`src/core/monitor_pkg.sv`:
```
package monitor_pkg;
	// register byte offsets on the wishbone slave
	localparam logic [3:0] OFS_CTRL = 4'h0;
	localparam logic [3:0] OFS_THRESH = 4'h4;
	localparam logic [3:0] OFS_STATUS = 4'h8;
	localparam logic [3:0] OFS_TELEM = 4'hC;
	// control register fields
	localparam int CTRL_VCONN_REQ = 0;
	localparam int CTRL_SHORT_EN = 1;
	localparam int CTRL_OCP_SEL_LO = 2;
	localparam int CTRL_BLEED_REQ = 4;
	localparam int CTRL_FAST_TRANS = 5;
	localparam int CTRL_CV_LOAD = 6;
	localparam int CTRL_NTC_EN = 7;
	localparam logic [7:0] CTRL_RESET = 8'h82;
	// threshold register fields: die hysteresis, ntc trip code, auto-restart mv
	localparam int THR_NTC_LO = 8;
	localparam int THR_AR_LO = 16;
	localparam logic [31:0] THR_RESET = 32'h0BB8_4064;
	// status fields: sticky events low, live state from bit 8
	localparam int ST_OCP = 0;
	localparam int ST_SHORT = 1;
	localparam int ST_NTC = 2;
	localparam int ST_DIE = 3;
	localparam int ST_LIVE_LO = 8;
	localparam int TEL_IOUT_LO = 16;
	// pin synchroniser slots
	localparam int PIN_RAIL = 0;
	localparam int PIN_SHORT = 1;
	localparam int PIN_BPP_RST = 2;
	localparam int PIN_UV = 3;
	// protection figures
	localparam logic [7:0] DIE_OT_LIMIT_C = 8'h7D;
	localparam logic [7:0] OCP_LIMIT_0_MA = 8'h23;
	localparam logic [7:0] OCP_LIMIT_1_MA = 8'h28;
	localparam logic [7:0] OCP_LIMIT_2_MA = 8'h2D;
	localparam logic [2:0] SHORT_CHECK_CYCLES = 3'h4;
	// telemetry figures
	localparam logic [15:0] OUTPUT_SENSE_PIN_BAND1_MV = 16'h1C20;
	localparam logic [15:0] OUTPUT_SENSE_PIN_BAND2_MV = 16'h2710;
	localparam logic [15:0] OUTPUT_SENSE_PIN_STEP1_MV = 16'h0014;
	localparam logic [15:0] OUTPUT_SENSE_PIN_STEP2_MV = 16'h0032;
	localparam logic [15:0] OUTPUT_SENSE_PIN_STEP3_MV = 16'h0064;
	localparam logic [7:0] IOUT_FULL_CODE = 8'h80;
	localparam int AVG_DEPTH = 16;
	localparam int CLK_HZ = 200000000;
	localparam int UPDATE_PERIOD_MS = 100;
	localparam int UPDATE_PERIOD_CYCLES = UPDATE_PERIOD_MS * (CLK_HZ / 1000);
	typedef enum {VC_IDLE, VC_SHORT_CHECK, VC_SOFT_START, VC_ON, VC_FAULT} vconn_state_t;
endpackage

```
`src/core/tel_if.sv`:
```
`timescale 1ns/1ps
`default_nettype none
interface tel_if;
	logic sample_valid;
	logic run;
	logic [15:0] output_sense_pin_mv;
	logic [7:0] iout_code;
	logic [15:0] avg_output_sense_pin;
	logic [7:0] avg_iout;
	logic [15:0] rep_output_sense_pin;
	logic [7:0] rep_iout;
	modport feed(output sample_valid, run, output_sense_pin_mv, iout_code,
		input avg_output_sense_pin, avg_iout, rep_output_sense_pin, rep_iout);
	modport engine(input sample_valid, run, output_sense_pin_mv, iout_code,
		output avg_output_sense_pin, avg_iout, rep_output_sense_pin, rep_iout);
endinterface
`default_nettype wire

```
`src/core/telemetry_avg.sv`:
```
`timescale 1ns/1ps
`default_nettype none
module telemetry_avg import monitor_pkg::*; #(
	parameter int unsigned UPDATE_CYCLES = UPDATE_PERIOD_CYCLES
) (
	// clock and reset
	input wire logic ref_clk,
	input wire logic reset,
	// samples in, averages and reports out
	tel_if.engine t
);
	logic [15:0] vhist_q [AVG_DEPTH];
	logic [7:0] ihist_q [AVG_DEPTH];
	logic [19:0] vsum_q;
	logic [11:0] isum_q;
	logic [31:0] tick_cnt_q;
	logic tick;
	logic [15:0] rep_output_sense_pin_q;
	logic [7:0] rep_iout_q;

	// report granularity coarsens as the output voltage climbs
	function automatic logic [15:0] quantise(input logic [15:0] mv);
		logic [15:0] step;
		step = (mv < OUTPUT_SENSE_PIN_BAND1_MV) ? OUTPUT_SENSE_PIN_STEP1_MV :
			(mv < OUTPUT_SENSE_PIN_BAND2_MV) ? OUTPUT_SENSE_PIN_STEP2_MV : OUTPUT_SENSE_PIN_STEP3_MV;
		return mv - (mv % step);
	endfunction

	always_ff @(posedge ref_clk or posedge reset) begin
		if (reset) begin
			vsum_q <= 20'h00000;
			isum_q <= 12'h000;
			for (int i = 0; i < AVG_DEPTH; i++) begin
				vhist_q[i] <= 16'h0000;
				ihist_q[i] <= 8'h00;
			end
		end else if (t.run && t.sample_valid) begin
			// running sum drops the oldest of the last sixteen samples
			vsum_q <= vsum_q + 20'(t.output_sense_pin_mv) - 20'(vhist_q[AVG_DEPTH-1]); // RQ12
			isum_q <= isum_q + 12'(t.iout_code) - 12'(ihist_q[AVG_DEPTH-1]); // RQ12
			vhist_q[0] <= t.output_sense_pin_mv;
			ihist_q[0] <= t.iout_code;
			for (int i = 1; i < AVG_DEPTH; i++) begin
				vhist_q[i] <= vhist_q[i-1];
				ihist_q[i] <= ihist_q[i-1];
			end
		end
	end

	assign t.avg_output_sense_pin = vsum_q[19:4];
	assign t.avg_iout = isum_q[11:4];

	always_ff @(posedge ref_clk or posedge reset) begin
		if (reset) begin
			tick_cnt_q <= 32'h00000000;
		end else if (!t.run || tick) begin
			tick_cnt_q <= 32'h00000000;
		end else begin
			tick_cnt_q <= tick_cnt_q + 32'h00000001;
		end
	end
	assign tick = tick_cnt_q == 32'(UPDATE_CYCLES - 1);

	always_ff @(posedge ref_clk or posedge reset) begin
		if (reset) begin
			rep_output_sense_pin_q <= 16'h0000;
			rep_iout_q <= 8'h00;
		end else if (tick) begin
			rep_output_sense_pin_q <= quantise(t.avg_output_sense_pin); // RQ10 RQ13
			rep_iout_q <= t.avg_iout; // RQ11 RQ13
		end
	end
	assign t.rep_output_sense_pin = rep_output_sense_pin_q;
	assign t.rep_iout = rep_iout_q;
endmodule
`default_nettype wire

```
`src/core/secondary_monitor.sv`:
```
// Register access over Wishbone and the placing of the registers were left to the implementer.
`timescale 1ns/1ps
`default_nettype none
// Contract
// RQ1: die above 125 C turns the output bleeder off.
// RQ2: bleeder stays off until die cools below programmable hysteresis level.
// RQ3: cable supply current mirror enabled only after its soft start ends.
// RQ4: firmware picks 35, 40 or 45 mA; current compared to it.
// RQ5: current above limit raises fault and opens cable supply switch.
// RQ6: CC line short below 18 ohm checked before soft start; fault, switch off.
// RQ7: firmware enables or disables the short check.
// RQ8: thermistor code past firmware threshold issues supply shutdown command.
// RQ9: shutdown latch clears only on primary supply reset or input undervoltage.
// RQ10: voltage report steps 20, 50 or 100 mV by band.
// RQ11: current report is relative; 128 means full constant-current threshold.
// RQ12: regulation uses rolling average of last 16 voltage and current samples.
// RQ13: reported voltage and current refreshed every 100 ms.
// RQ14: logic shuts down while the controller supply rail is too low.
// RQ15: output below auto-restart threshold enters auto-restart until load drops.
// RQ16: above 32 mV sense regulate pulses for fixed current, else constant voltage.
// RQ17: in continuous conduction, rectifier off just before requesting a cycle.
// RQ18: firmware option shortens low-to-high output voltage transitions.
// RQ19: firmware option reduces current ripple for constant-voltage loads only.
// RQ20: each detected fault held in readable status until firmware clears it.
module secondary_monitor import monitor_pkg::*; #(
	parameter int unsigned UPDATE_CYCLES = UPDATE_PERIOD_CYCLES
) (
	// clock and reset
	input wire logic ref_clk,
	input wire logic reset,
	// wishbone slave
	input wire logic cyc_i,
	input wire logic stb_i,
	input wire logic we_i,
	input wire logic [3:0] adr_i,
	input wire logic [3:0] sel_i,
	input wire logic [31:0] dat_i,
	output logic [31:0] dat_o,
	output logic ack_o,
	// asynchronous pin levels
	input wire logic controller_supply_rail_ok,
	input wire logic cc_load_short,
	input wire logic primary_supply_reset_level,
	input wire logic input_undervoltage_threshold,
	// measurements on ref_clk
	input wire logic [7:0] die_temp_c,
	input wire logic [7:0] ntc_code,
	input wire logic [7:0] vconn_current_ma,
	input wire logic vconn_soft_start_done,
	input wire logic sample_valid,
	input wire logic [15:0] output_sense_pin_mv,
	input wire logic [7:0] iout_code,
	input wire logic ccm_active,
	input wire logic cycle_request,
	// protection outputs
	output logic bleeder_enable,
	output logic vconn_switch_on,
	output logic vconn_sense_enable,
	output logic vconn_fault,
	output logic supply_shutdown_command,
	// regulation outputs
	output logic cc_regulation,
	output logic ripple_reduce,
	output logic fast_transient,
	output logic auto_restart,
	output logic sr_gate_off,
	output logic primary_cycle_request,
	// telemetry
	output logic [15:0] output_sense_pin_report,
	output logic [7:0] iout_report
);
	logic [3:0] pin_raw, pin_s1_q, pin_s2_q, pin_s3_q, pin_f_q;
	logic rail_up, short_f, clear_latch;
	logic [7:0] ctrl_q;
	logic [31:0] thr_q;
	logic [3:0] sticky_q, events;
	logic ack_q;
	logic [31:0] dat_q;
	logic wr_ctrl, wr_thr, wr_status;
	vconn_state_t vc_q, vc_d;
	logic [2:0] chk_cnt_q;
	logic over_limit, short_seen;
	logic die_block_q, die_block_d, bleeder_q;
	logic ntc_trip, shutdown_q;
	logic cc_q, ripple_q, fast_q, ar_q;
	logic sr_off_q, req_pend_q, req_q;
	logic sw_q, sense_q, fault_q;
	tel_if tel();

	function automatic logic [31:0] lane_mask(input logic [3:0] sel);
		return {{8{sel[3]}}, {8{sel[2]}}, {8{sel[1]}}, {8{sel[0]}}};
	endfunction

	function automatic logic [7:0] ocp_limit(input logic [1:0] pick);
		case (pick)
			2'h0: return OCP_LIMIT_0_MA;
			2'h1: return OCP_LIMIT_1_MA;
			default: return OCP_LIMIT_2_MA;
		endcase
	endfunction

	// three-stage pin synchroniser; a level counts once stages two and three agree
	assign pin_raw = {input_undervoltage_threshold, primary_supply_reset_level,
		cc_load_short, controller_supply_rail_ok};
	always_ff @(posedge ref_clk or posedge reset) begin
		if (reset) begin
			pin_s1_q <= 4'h0;
			pin_s2_q <= 4'h0;
			pin_s3_q <= 4'h0;
			pin_f_q <= 4'h0;
		end else begin
			pin_s1_q <= pin_raw;
			pin_s2_q <= pin_s1_q;
			pin_s3_q <= pin_s2_q;
			pin_f_q <= (pin_s2_q & pin_s3_q) | (pin_f_q & (pin_s2_q ^ pin_s3_q));
		end
	end
	assign rail_up = pin_f_q[PIN_RAIL]; // RQ14
	assign short_f = pin_f_q[PIN_SHORT];
	assign clear_latch = pin_f_q[PIN_BPP_RST] | pin_f_q[PIN_UV];

	// wishbone: ack one cycle after the request, writes land on the acked edge
	always_ff @(posedge ref_clk or posedge reset) begin
		if (reset) begin
			ack_q <= 1'b0;
		end else begin
			ack_q <= cyc_i & stb_i & ~ack_q;
		end
	end
	assign ack_o = ack_q;
	assign wr_ctrl = cyc_i & stb_i & we_i & ack_q & (adr_i == OFS_CTRL);
	assign wr_thr = cyc_i & stb_i & we_i & ack_q & (adr_i == OFS_THRESH);
	assign wr_status = cyc_i & stb_i & we_i & ack_q & (adr_i == OFS_STATUS);

	always_ff @(posedge ref_clk or posedge reset) begin
		if (reset) begin
			dat_q <= 32'h00000000;
		end else if (cyc_i && stb_i && !ack_q) begin
			case (adr_i)
				OFS_CTRL: dat_q <= {24'h000000, ctrl_q};
				OFS_THRESH: dat_q <= thr_q;
				OFS_STATUS: dat_q <= {18'h00000, rail_up, cc_q, ar_q, sw_q, shutdown_q,
					die_block_q, 4'h0, sticky_q}; // RQ20
				OFS_TELEM: dat_q <= {8'h00, tel.rep_iout, tel.rep_output_sense_pin};
				default: dat_q <= 32'h00000000;
			endcase
		end
	end
	assign dat_o = dat_q;

	always_ff @(posedge ref_clk or posedge reset) begin
		if (reset) begin
			ctrl_q <= CTRL_RESET;
		end else if (wr_ctrl) begin
			// short check enable and limit choice live here
			ctrl_q <= (ctrl_q & ~8'(lane_mask(sel_i))) | (dat_i[7:0] & 8'(lane_mask(sel_i))); // RQ7
		end
	end

	always_ff @(posedge ref_clk or posedge reset) begin
		if (reset) begin
			thr_q <= THR_RESET;
		end else if (wr_thr) begin
			thr_q <= (thr_q & ~lane_mask(sel_i)) | (dat_i & lane_mask(sel_i));
		end
	end

	// sticky faults: write one to clear, a new event in the same cycle wins
	assign events[ST_OCP] = over_limit;
	assign events[ST_SHORT] = short_seen;
	assign events[ST_NTC] = ntc_trip & ~shutdown_q;
	assign events[ST_DIE] = die_block_d & ~die_block_q;
	always_ff @(posedge ref_clk or posedge reset) begin
		if (reset) begin
			sticky_q <= 4'h0;
		end else begin
			sticky_q <= (sticky_q & ~(wr_status ? dat_i[3:0] & {4{sel_i[0]}} : 4'h0)) | events; // RQ20
		end
	end

	// die over-temperature lockout with hysteresis
	always_comb begin
		die_block_d = die_block_q;
		if (die_temp_c > DIE_OT_LIMIT_C) begin
			die_block_d = 1'b1; // RQ1
		end else if (die_temp_c < thr_q[7:0]) begin
			die_block_d = 1'b0; // RQ2
		end
	end
	always_ff @(posedge ref_clk or posedge reset) begin
		if (reset) begin
			die_block_q <= 1'b0;
			bleeder_q <= 1'b0;
		end else begin
			die_block_q <= die_block_d;
			bleeder_q <= rail_up & ctrl_q[CTRL_BLEED_REQ] & ~die_block_d; // RQ1 RQ2
		end
	end
	assign bleeder_enable = bleeder_q;

	// cable supply sequencing: short check, soft start, sensed on-state
	assign over_limit = (vc_q == VC_ON) &&
		(vconn_current_ma > ocp_limit(ctrl_q[CTRL_OCP_SEL_LO +: 2])); // RQ4
	// the CC comparator trips below 18 ohm; only trusted before soft start
	assign short_seen = (vc_q == VC_SHORT_CHECK) && ctrl_q[CTRL_SHORT_EN] && short_f; // RQ6

	always_comb begin
		vc_d = vc_q;
		case (vc_q)
			VC_IDLE: begin
				if (ctrl_q[CTRL_VCONN_REQ]) begin
					vc_d = ctrl_q[CTRL_SHORT_EN] ? VC_SHORT_CHECK : VC_SOFT_START; // RQ7
				end
			end
			VC_SHORT_CHECK: begin
				if (short_seen) begin
					vc_d = VC_FAULT; // RQ6
				end else if (!ctrl_q[CTRL_VCONN_REQ]) begin
					vc_d = VC_IDLE;
				end else if (chk_cnt_q == SHORT_CHECK_CYCLES - 3'h1) begin
					vc_d = VC_SOFT_START;
				end
			end
			VC_SOFT_START: begin
				if (!ctrl_q[CTRL_VCONN_REQ]) begin
					vc_d = VC_IDLE;
				end else if (vconn_soft_start_done) begin
					vc_d = VC_ON; // RQ3
				end
			end
			VC_ON: begin
				if (over_limit) begin
					vc_d = VC_FAULT; // RQ5
				end else if (!ctrl_q[CTRL_VCONN_REQ]) begin
					vc_d = VC_IDLE;
				end
			end
			VC_FAULT: begin
				// held off until firmware withdraws the request or the rail drops
				if (!ctrl_q[CTRL_VCONN_REQ]) begin
					vc_d = VC_IDLE;
				end
			end
			default: vc_d = VC_IDLE;
		endcase
		if (!rail_up) begin
			vc_d = VC_IDLE; // RQ14
		end
	end

	always_ff @(posedge ref_clk or posedge reset) begin
		if (reset) begin
			vc_q <= VC_IDLE;
			chk_cnt_q <= 3'h0;
			sw_q <= 1'b0;
			sense_q <= 1'b0;
			fault_q <= 1'b0;
		end else begin
			vc_q <= vc_d;
			chk_cnt_q <= (vc_q == VC_SHORT_CHECK) ? chk_cnt_q + 3'h1 : 3'h0;
			sw_q <= (vc_d == VC_SOFT_START) || (vc_d == VC_ON); // RQ5 RQ6
			sense_q <= vc_d == VC_ON; // RQ3
			fault_q <= vc_d == VC_FAULT; // RQ5 RQ6
		end
	end
	assign vconn_switch_on = sw_q;
	assign vconn_sense_enable = sense_q;
	assign vconn_fault = fault_q;

	// connector thermistor: lower voltage means hotter
	assign ntc_trip = rail_up && ctrl_q[CTRL_NTC_EN] && (ntc_code < thr_q[THR_NTC_LO +: 8]);
	always_ff @(posedge ref_clk or posedge reset) begin
		if (reset) begin
			shutdown_q <= 1'b0;
		end else if (clear_latch) begin
			shutdown_q <= 1'b0; // RQ9
		end else if (ntc_trip) begin
			shutdown_q <= 1'b1; // RQ8
		end
	end
	assign supply_shutdown_command = shutdown_q;

	// telemetry and averaging run only while the rail is up
	assign tel.sample_valid = sample_valid;
	assign tel.run = rail_up; // RQ14
	assign tel.output_sense_pin_mv = output_sense_pin_mv;
	assign tel.iout_code = iout_code;
	telemetry_avg #(.UPDATE_CYCLES(UPDATE_CYCLES)) u_tel (
		.ref_clk(ref_clk),
		.reset(reset),
		.t(tel)
	);
	assign output_sense_pin_report = tel.rep_output_sense_pin;
	assign iout_report = tel.rep_iout;

	// regulation mode from averaged current; full code equals the 32 mV threshold
	always_ff @(posedge ref_clk or posedge reset) begin
		if (reset) begin
			cc_q <= 1'b0;
			ripple_q <= 1'b0;
			fast_q <= 1'b0;
		end else begin
			cc_q <= rail_up && (tel.avg_iout >= IOUT_FULL_CODE); // RQ16
			ripple_q <= rail_up && ctrl_q[CTRL_CV_LOAD] && (tel.avg_iout >= IOUT_FULL_CODE); // RQ19
			fast_q <= rail_up && ctrl_q[CTRL_FAST_TRANS]; // RQ18
		end
	end
	assign cc_regulation = cc_q;
	assign ripple_reduce = ripple_q;
	assign fast_transient = fast_q;

	always_ff @(posedge ref_clk or posedge reset) begin
		if (reset) begin
			ar_q <= 1'b0;
		end else if (!rail_up || (ar_q && !cc_q)) begin
			ar_q <= 1'b0; // RQ15
		end else if (cc_q && (tel.avg_output_sense_pin < thr_q[THR_AR_LO +: 16])) begin
			ar_q <= 1'b1; // RQ15
		end
	end
	assign auto_restart = ar_q;

	// request is delayed a cycle so the rectifier is already off when it leaves
	always_ff @(posedge ref_clk or posedge reset) begin
		if (reset) begin
			sr_off_q <= 1'b0;
			req_pend_q <= 1'b0;
			req_q <= 1'b0;
		end else begin
			sr_off_q <= rail_up & ~ar_q & ccm_active & cycle_request; // RQ17
			req_pend_q <= rail_up & ~ar_q & cycle_request;
			// a request caught as the rail drops must not leave after it
			req_q <= req_pend_q & rail_up; // RQ17 RQ14
		end
	end
	assign sr_gate_off = sr_off_q;
	assign primary_cycle_request = req_q;
endmodule
`default_nettype wire

```
`config.mk`:
```
export PLATFORM = sky130hd
export DESIGN_NAME = secondary_monitor
export DESIGN_NICKNAME = d
export VERILOG_FILES = /design/src/core/monitor_pkg.sv /design/src/core/tel_if.sv /design/src/core/telemetry_avg.sv /design/src/core/secondary_monitor.sv
export SDC_FILE = /design/constraint.sdc
export NUM_CORES = 2
export LEC_CHECK = 0
export BUFFER_PORTS_ARGS = -buffer_cell sky130_fd_sc_hd__buf_4
export CAP_MARGIN = 20
export CORE_ASPECT_RATIO = 0.7
export CORE_MARGIN = 4
export CORE_UTILIZATION = 58
export CTS_BUF_LIST = sky130_fd_sc_hd__clkbuf_4
export DETAILED_ROUTE_END_ITERATION = 8
export PLACE_DENSITY = 0.87
export SETUP_SLACK_MARGIN = 0.3
export SLEW_MARGIN = 0
export SYNTH_ARGS = -nofsm -noshare
export SYNTH_HDL_FRONTEND = slang
export SYNTH_SLANG_ARGS = --single-unit
export TNS_END_PERCENT = 100
```
`constraint.sdc`:
```
create_clock -name ref_clk -period 27.5 [get_ports ref_clk]
set_input_delay 4.125 -clock ref_clk [delete_from_list [all_inputs] [get_ports ref_clk]]
set_output_delay 4.125 -clock ref_clk [all_outputs]
set_load 0.1 [all_outputs]
```
==> results.md <==
- Cell area after layout: approximately 36000 um2
- Core Region: approximately 53000 um2
- Crit-path slowest cell: or4_1
- Row count: 70
- Max-cap violation count: 0
- Utilization after layout: a little under 70%
- CTS tree: built
- Worst Tran Pin Value: 1.18 ns
- Critical path required time: around 28 ns
- FF+latch count, synth: 612
- Detail Placement HPWL: roughly 54000 um
- Syn Area/Cell: approximately 11 um2
- Die Wd: 286 um
- Gr usage total: a little over a quarter
- Clock latency on the worst-skew pair: a little under 0.9 ns
- Post-synth EDFFs: 0
- Clock Skew: 0.0875 ns
- Post-CTS Hold Fix Bufs: 0
- Sequential cell area: about 15000 um2
- Num CTS Buffers: 143
- H-tree Lvls: 4
- Clock slew at reported path FFs: 0.10 ns
- Synth-to-Final Area Change: 15.7%
- Clock Sinks: between 600 and 700
- Multi-input logic area: ~15000 um2
- Hold Path Class: reg -> reg
- Pin count of the biggest net entering global routing: about 230
- Vias in the first global route: 23300
- Gr ovfl total: 0
- Total Wirelength: 77000 um
- Status: finished clean
- Final GP Congestion: around 0.91
- Die area: around 58000 um2
- Avg WL per Cell: ~20 um
- DRC: 0
- Max Buffers Root-to-Sink: 3
- Synthesized cell area: between 30000 and 40000 um2
- Port bufs: around 170
- Chip height: roughly 200 um
- CP Max Fanout: 12
- Non-filler cells in the finished layout: 3938
- Synth cell types: roughly 110
- Final ANT Viol Nets: 0
- Sequential area share after synthesis: 48.9%
- First-pass GRT wire length: 124000 um
- Initial antenna violation count: 1
- Fillcell total: around 3500
- Initial DRT Pass Iterations: 5
- Cell Area, Placed: about 34000 um2
- Buffer type at the clock tree root: clkbuf_4
- Fraction of layout cells with a size suffix above 1: roughly a third
- CP endpoint kind: flop
- Initial Utilization: between 50% and 60%
- Ports: 169
- Crit share post-route: between 90% and 100%
- Setup tns final: 0 ns
- # setup viols final: 0
- Relative slew slack: approximately a fifth
- Crit path DAT: ~26 ns
- Min Tclk post-route: 25.69 ns
- Async SR Flop Fraction: 100%
- Via-per-instance ratio: around 5.8
- Max Freq: between 30 and 40 MHz
- Startpoint Class: flop
- CP peak stage delay: 0.58 ns
- Ys Warns: 0
- Most used DFF post-synth: dfrtp_1
- Placed cells: about 3700
- Setup CP Type: reg -> reg
- First DRT Iteration DRCs: between 2000 and 2500
- Crit-path most repeated cell: a21o_1
- RSZ-0062 raised after global routing: no
- Nets@finish: ~3400
- Post-synthesis cell count: 2753
- Vias: 22800
- Final Hold Vio Count: 0
- Final slew viol count: 0
[layout make-up]
cell class / count / area share, %
antenna: 1 / 0.00690
clock inverter: 38 / 0.984
multi-input combinational: 1895 / 42.0
inverter: 175 / 1.83
clock buffer: 206 / 4.27
sequential: 612 / 42.3
timing repair buffer: 291 / 6.16
tap: 720 / 2.48
[stage by stage]
| step | hold WS [ns] | worst slack [ns] |
|---|---|---|
| 5_1_grt | 0.357 | 0.179 |
| 3_5_place_dp | 0.340 | 1.09 |
| 3_3_place_gp | 0.335 | 1.87 |
| 2_1_floorplan | 0.331 | 1.85 |
| 4_1_cts | 0.350 | 0.869 |
| 6_report | 0.346 | 1.81 |
[placed cells by master, fill, tap and decap left out, drive strengths merged, types with 19 or more instances in the layout]
cell type  synthesis  routed
a21o              44      44
a21oi             96      96
a22oi             23      23
a31oi             21      21
and2              27      27
and3              19      19
buf               11     291
clkbuf            89     206
clkinv             0      25
conb               1      30
dfrtp            599     599
fa                24      24
ha               153     153
inv              175     179
mux2             416     416
nand2            218     218
nand2b            20      20
nand3             42      42
nor2             139     139
nor2b             21      21
nor3              40      40
nor4              20      20
o21ai            162     162
o21bai            23      23
or3               20      20
xnor2             73      73
xor2              41      41
[final timing paths]
check / start / to / slack, ns / depth (start not counted)
max: u_tel.vsum_q[9] / u_tel.t.rep_output_sense_pin[15] / 1.81 / 115
min: pin_s1_q[0] / pin_s2_q[0] / 0.35 / 0
max reg2reg: u_tel.vsum_q[9] / u_tel.t.rep_output_sense_pin[15] / 1.81 / 115
min reg2reg: pin_s1_q[0] / pin_s2_q[0] / 0.35 / 0
max in group asynchronous: reset / u_tel.vhist_q[237] / 21.75 / 4
min in group asynchronous: reset / u_tel.vsum_q[9] / 3.42 / 2
[per-layer routing]
metal  track usage [%]  share of wire [%]  up-vias  wire length (um)
met1              38.2                 44    11300             34200
met5                 0                  0        -                 0
met2              40.4                 46      849             35100
li1                  -                  -    10500                 -
met3              5.59                7.4      159              5720
met4              8.28                2.6        0              2000
[cell families (layout without fill, tap and decap cells)]
family	Yosys count	in the layout	synth area share (%)
flip-flops	612	612	48.9
multiplexers	437	437	15.8
XOR/XNOR	114	114	3.19
AND/OR/NAND/NOR	625	625	9.83
adder cells (fa/ha/maj)	177	177	7.65
other	1	31	0.0120
buffers and inverters	275	710	3.41
AO/OA/AOI/OAI	512	512	11.1
[registers in the layout, summed over array words and instances (netlist names), 3 cells and up]
name and flops:
pin_s3_q 4, pin_s1_q 4, dat_o 32, u_tel.t.rep_output_sense_pin 15
thr_q 32, pin_s2_q 4, u_tel.tick_cnt_q 32, vc_q 32
u_tel.t.rep_iout 8, chk_cnt_q 3, ctrl_q 8, u_tel.vhist_q 256
pin_f_q 4, sticky_q 4, u_tel.vsum_q 20, u_tel.ihist_q 128
u_tel.isum_q 12
[cell usage after synthesis, drive strengths merged, types with 23 or more instances]
cell type / instances / area share, %
ha: 153 / 6.1
nor3: 40 / 0.71
o21ai: 162 / 2.7
nor2: 139 / 1.7
clkbuf: 89 / 1.1
o21bai: 23 / 0.55
nand2: 218 / 2.6
mux2: 416 / 15
a21o: 44 / 1.1
fa: 24 / 1.5
dfrtp: 599 / 48
and2: 27 / 0.56
nand3: 42 / 0.69
inv: 175 / 2.1
xor2: 41 / 1.1
xnor2: 73 / 2.0
a22oi: 23 / 0.55
a21oi: 96 / 1.5
[worst max-delay path: cells and delay by family (launching register included)]
| kind | cells | cell delay (ns) |
|---|---|---|
| AO/OA/AOI/OAI | 50 | 10.22 |
| buffers and inverters | 5 | 0.78 |
| XOR/XNOR | 4 | 0.56 |
| AND/OR/NAND/NOR | 36 | 6.99 |
| multiplexers | 7 | 2.24 |
| adder cells (fa/ha/maj) | 13 | 4.21 |
| flip-flops | 1 | 0.47 |
[repair_timing]
action,CTS,global route
gates resized for setup,0,43
endpoints found under the setup margin,0,9
setup buffers,0,14
endpoints found under the hold margin,0,0
Power is not shown: default switching activity piles up to over one toggle a cycle in this logic, so the estimate is an artifact.
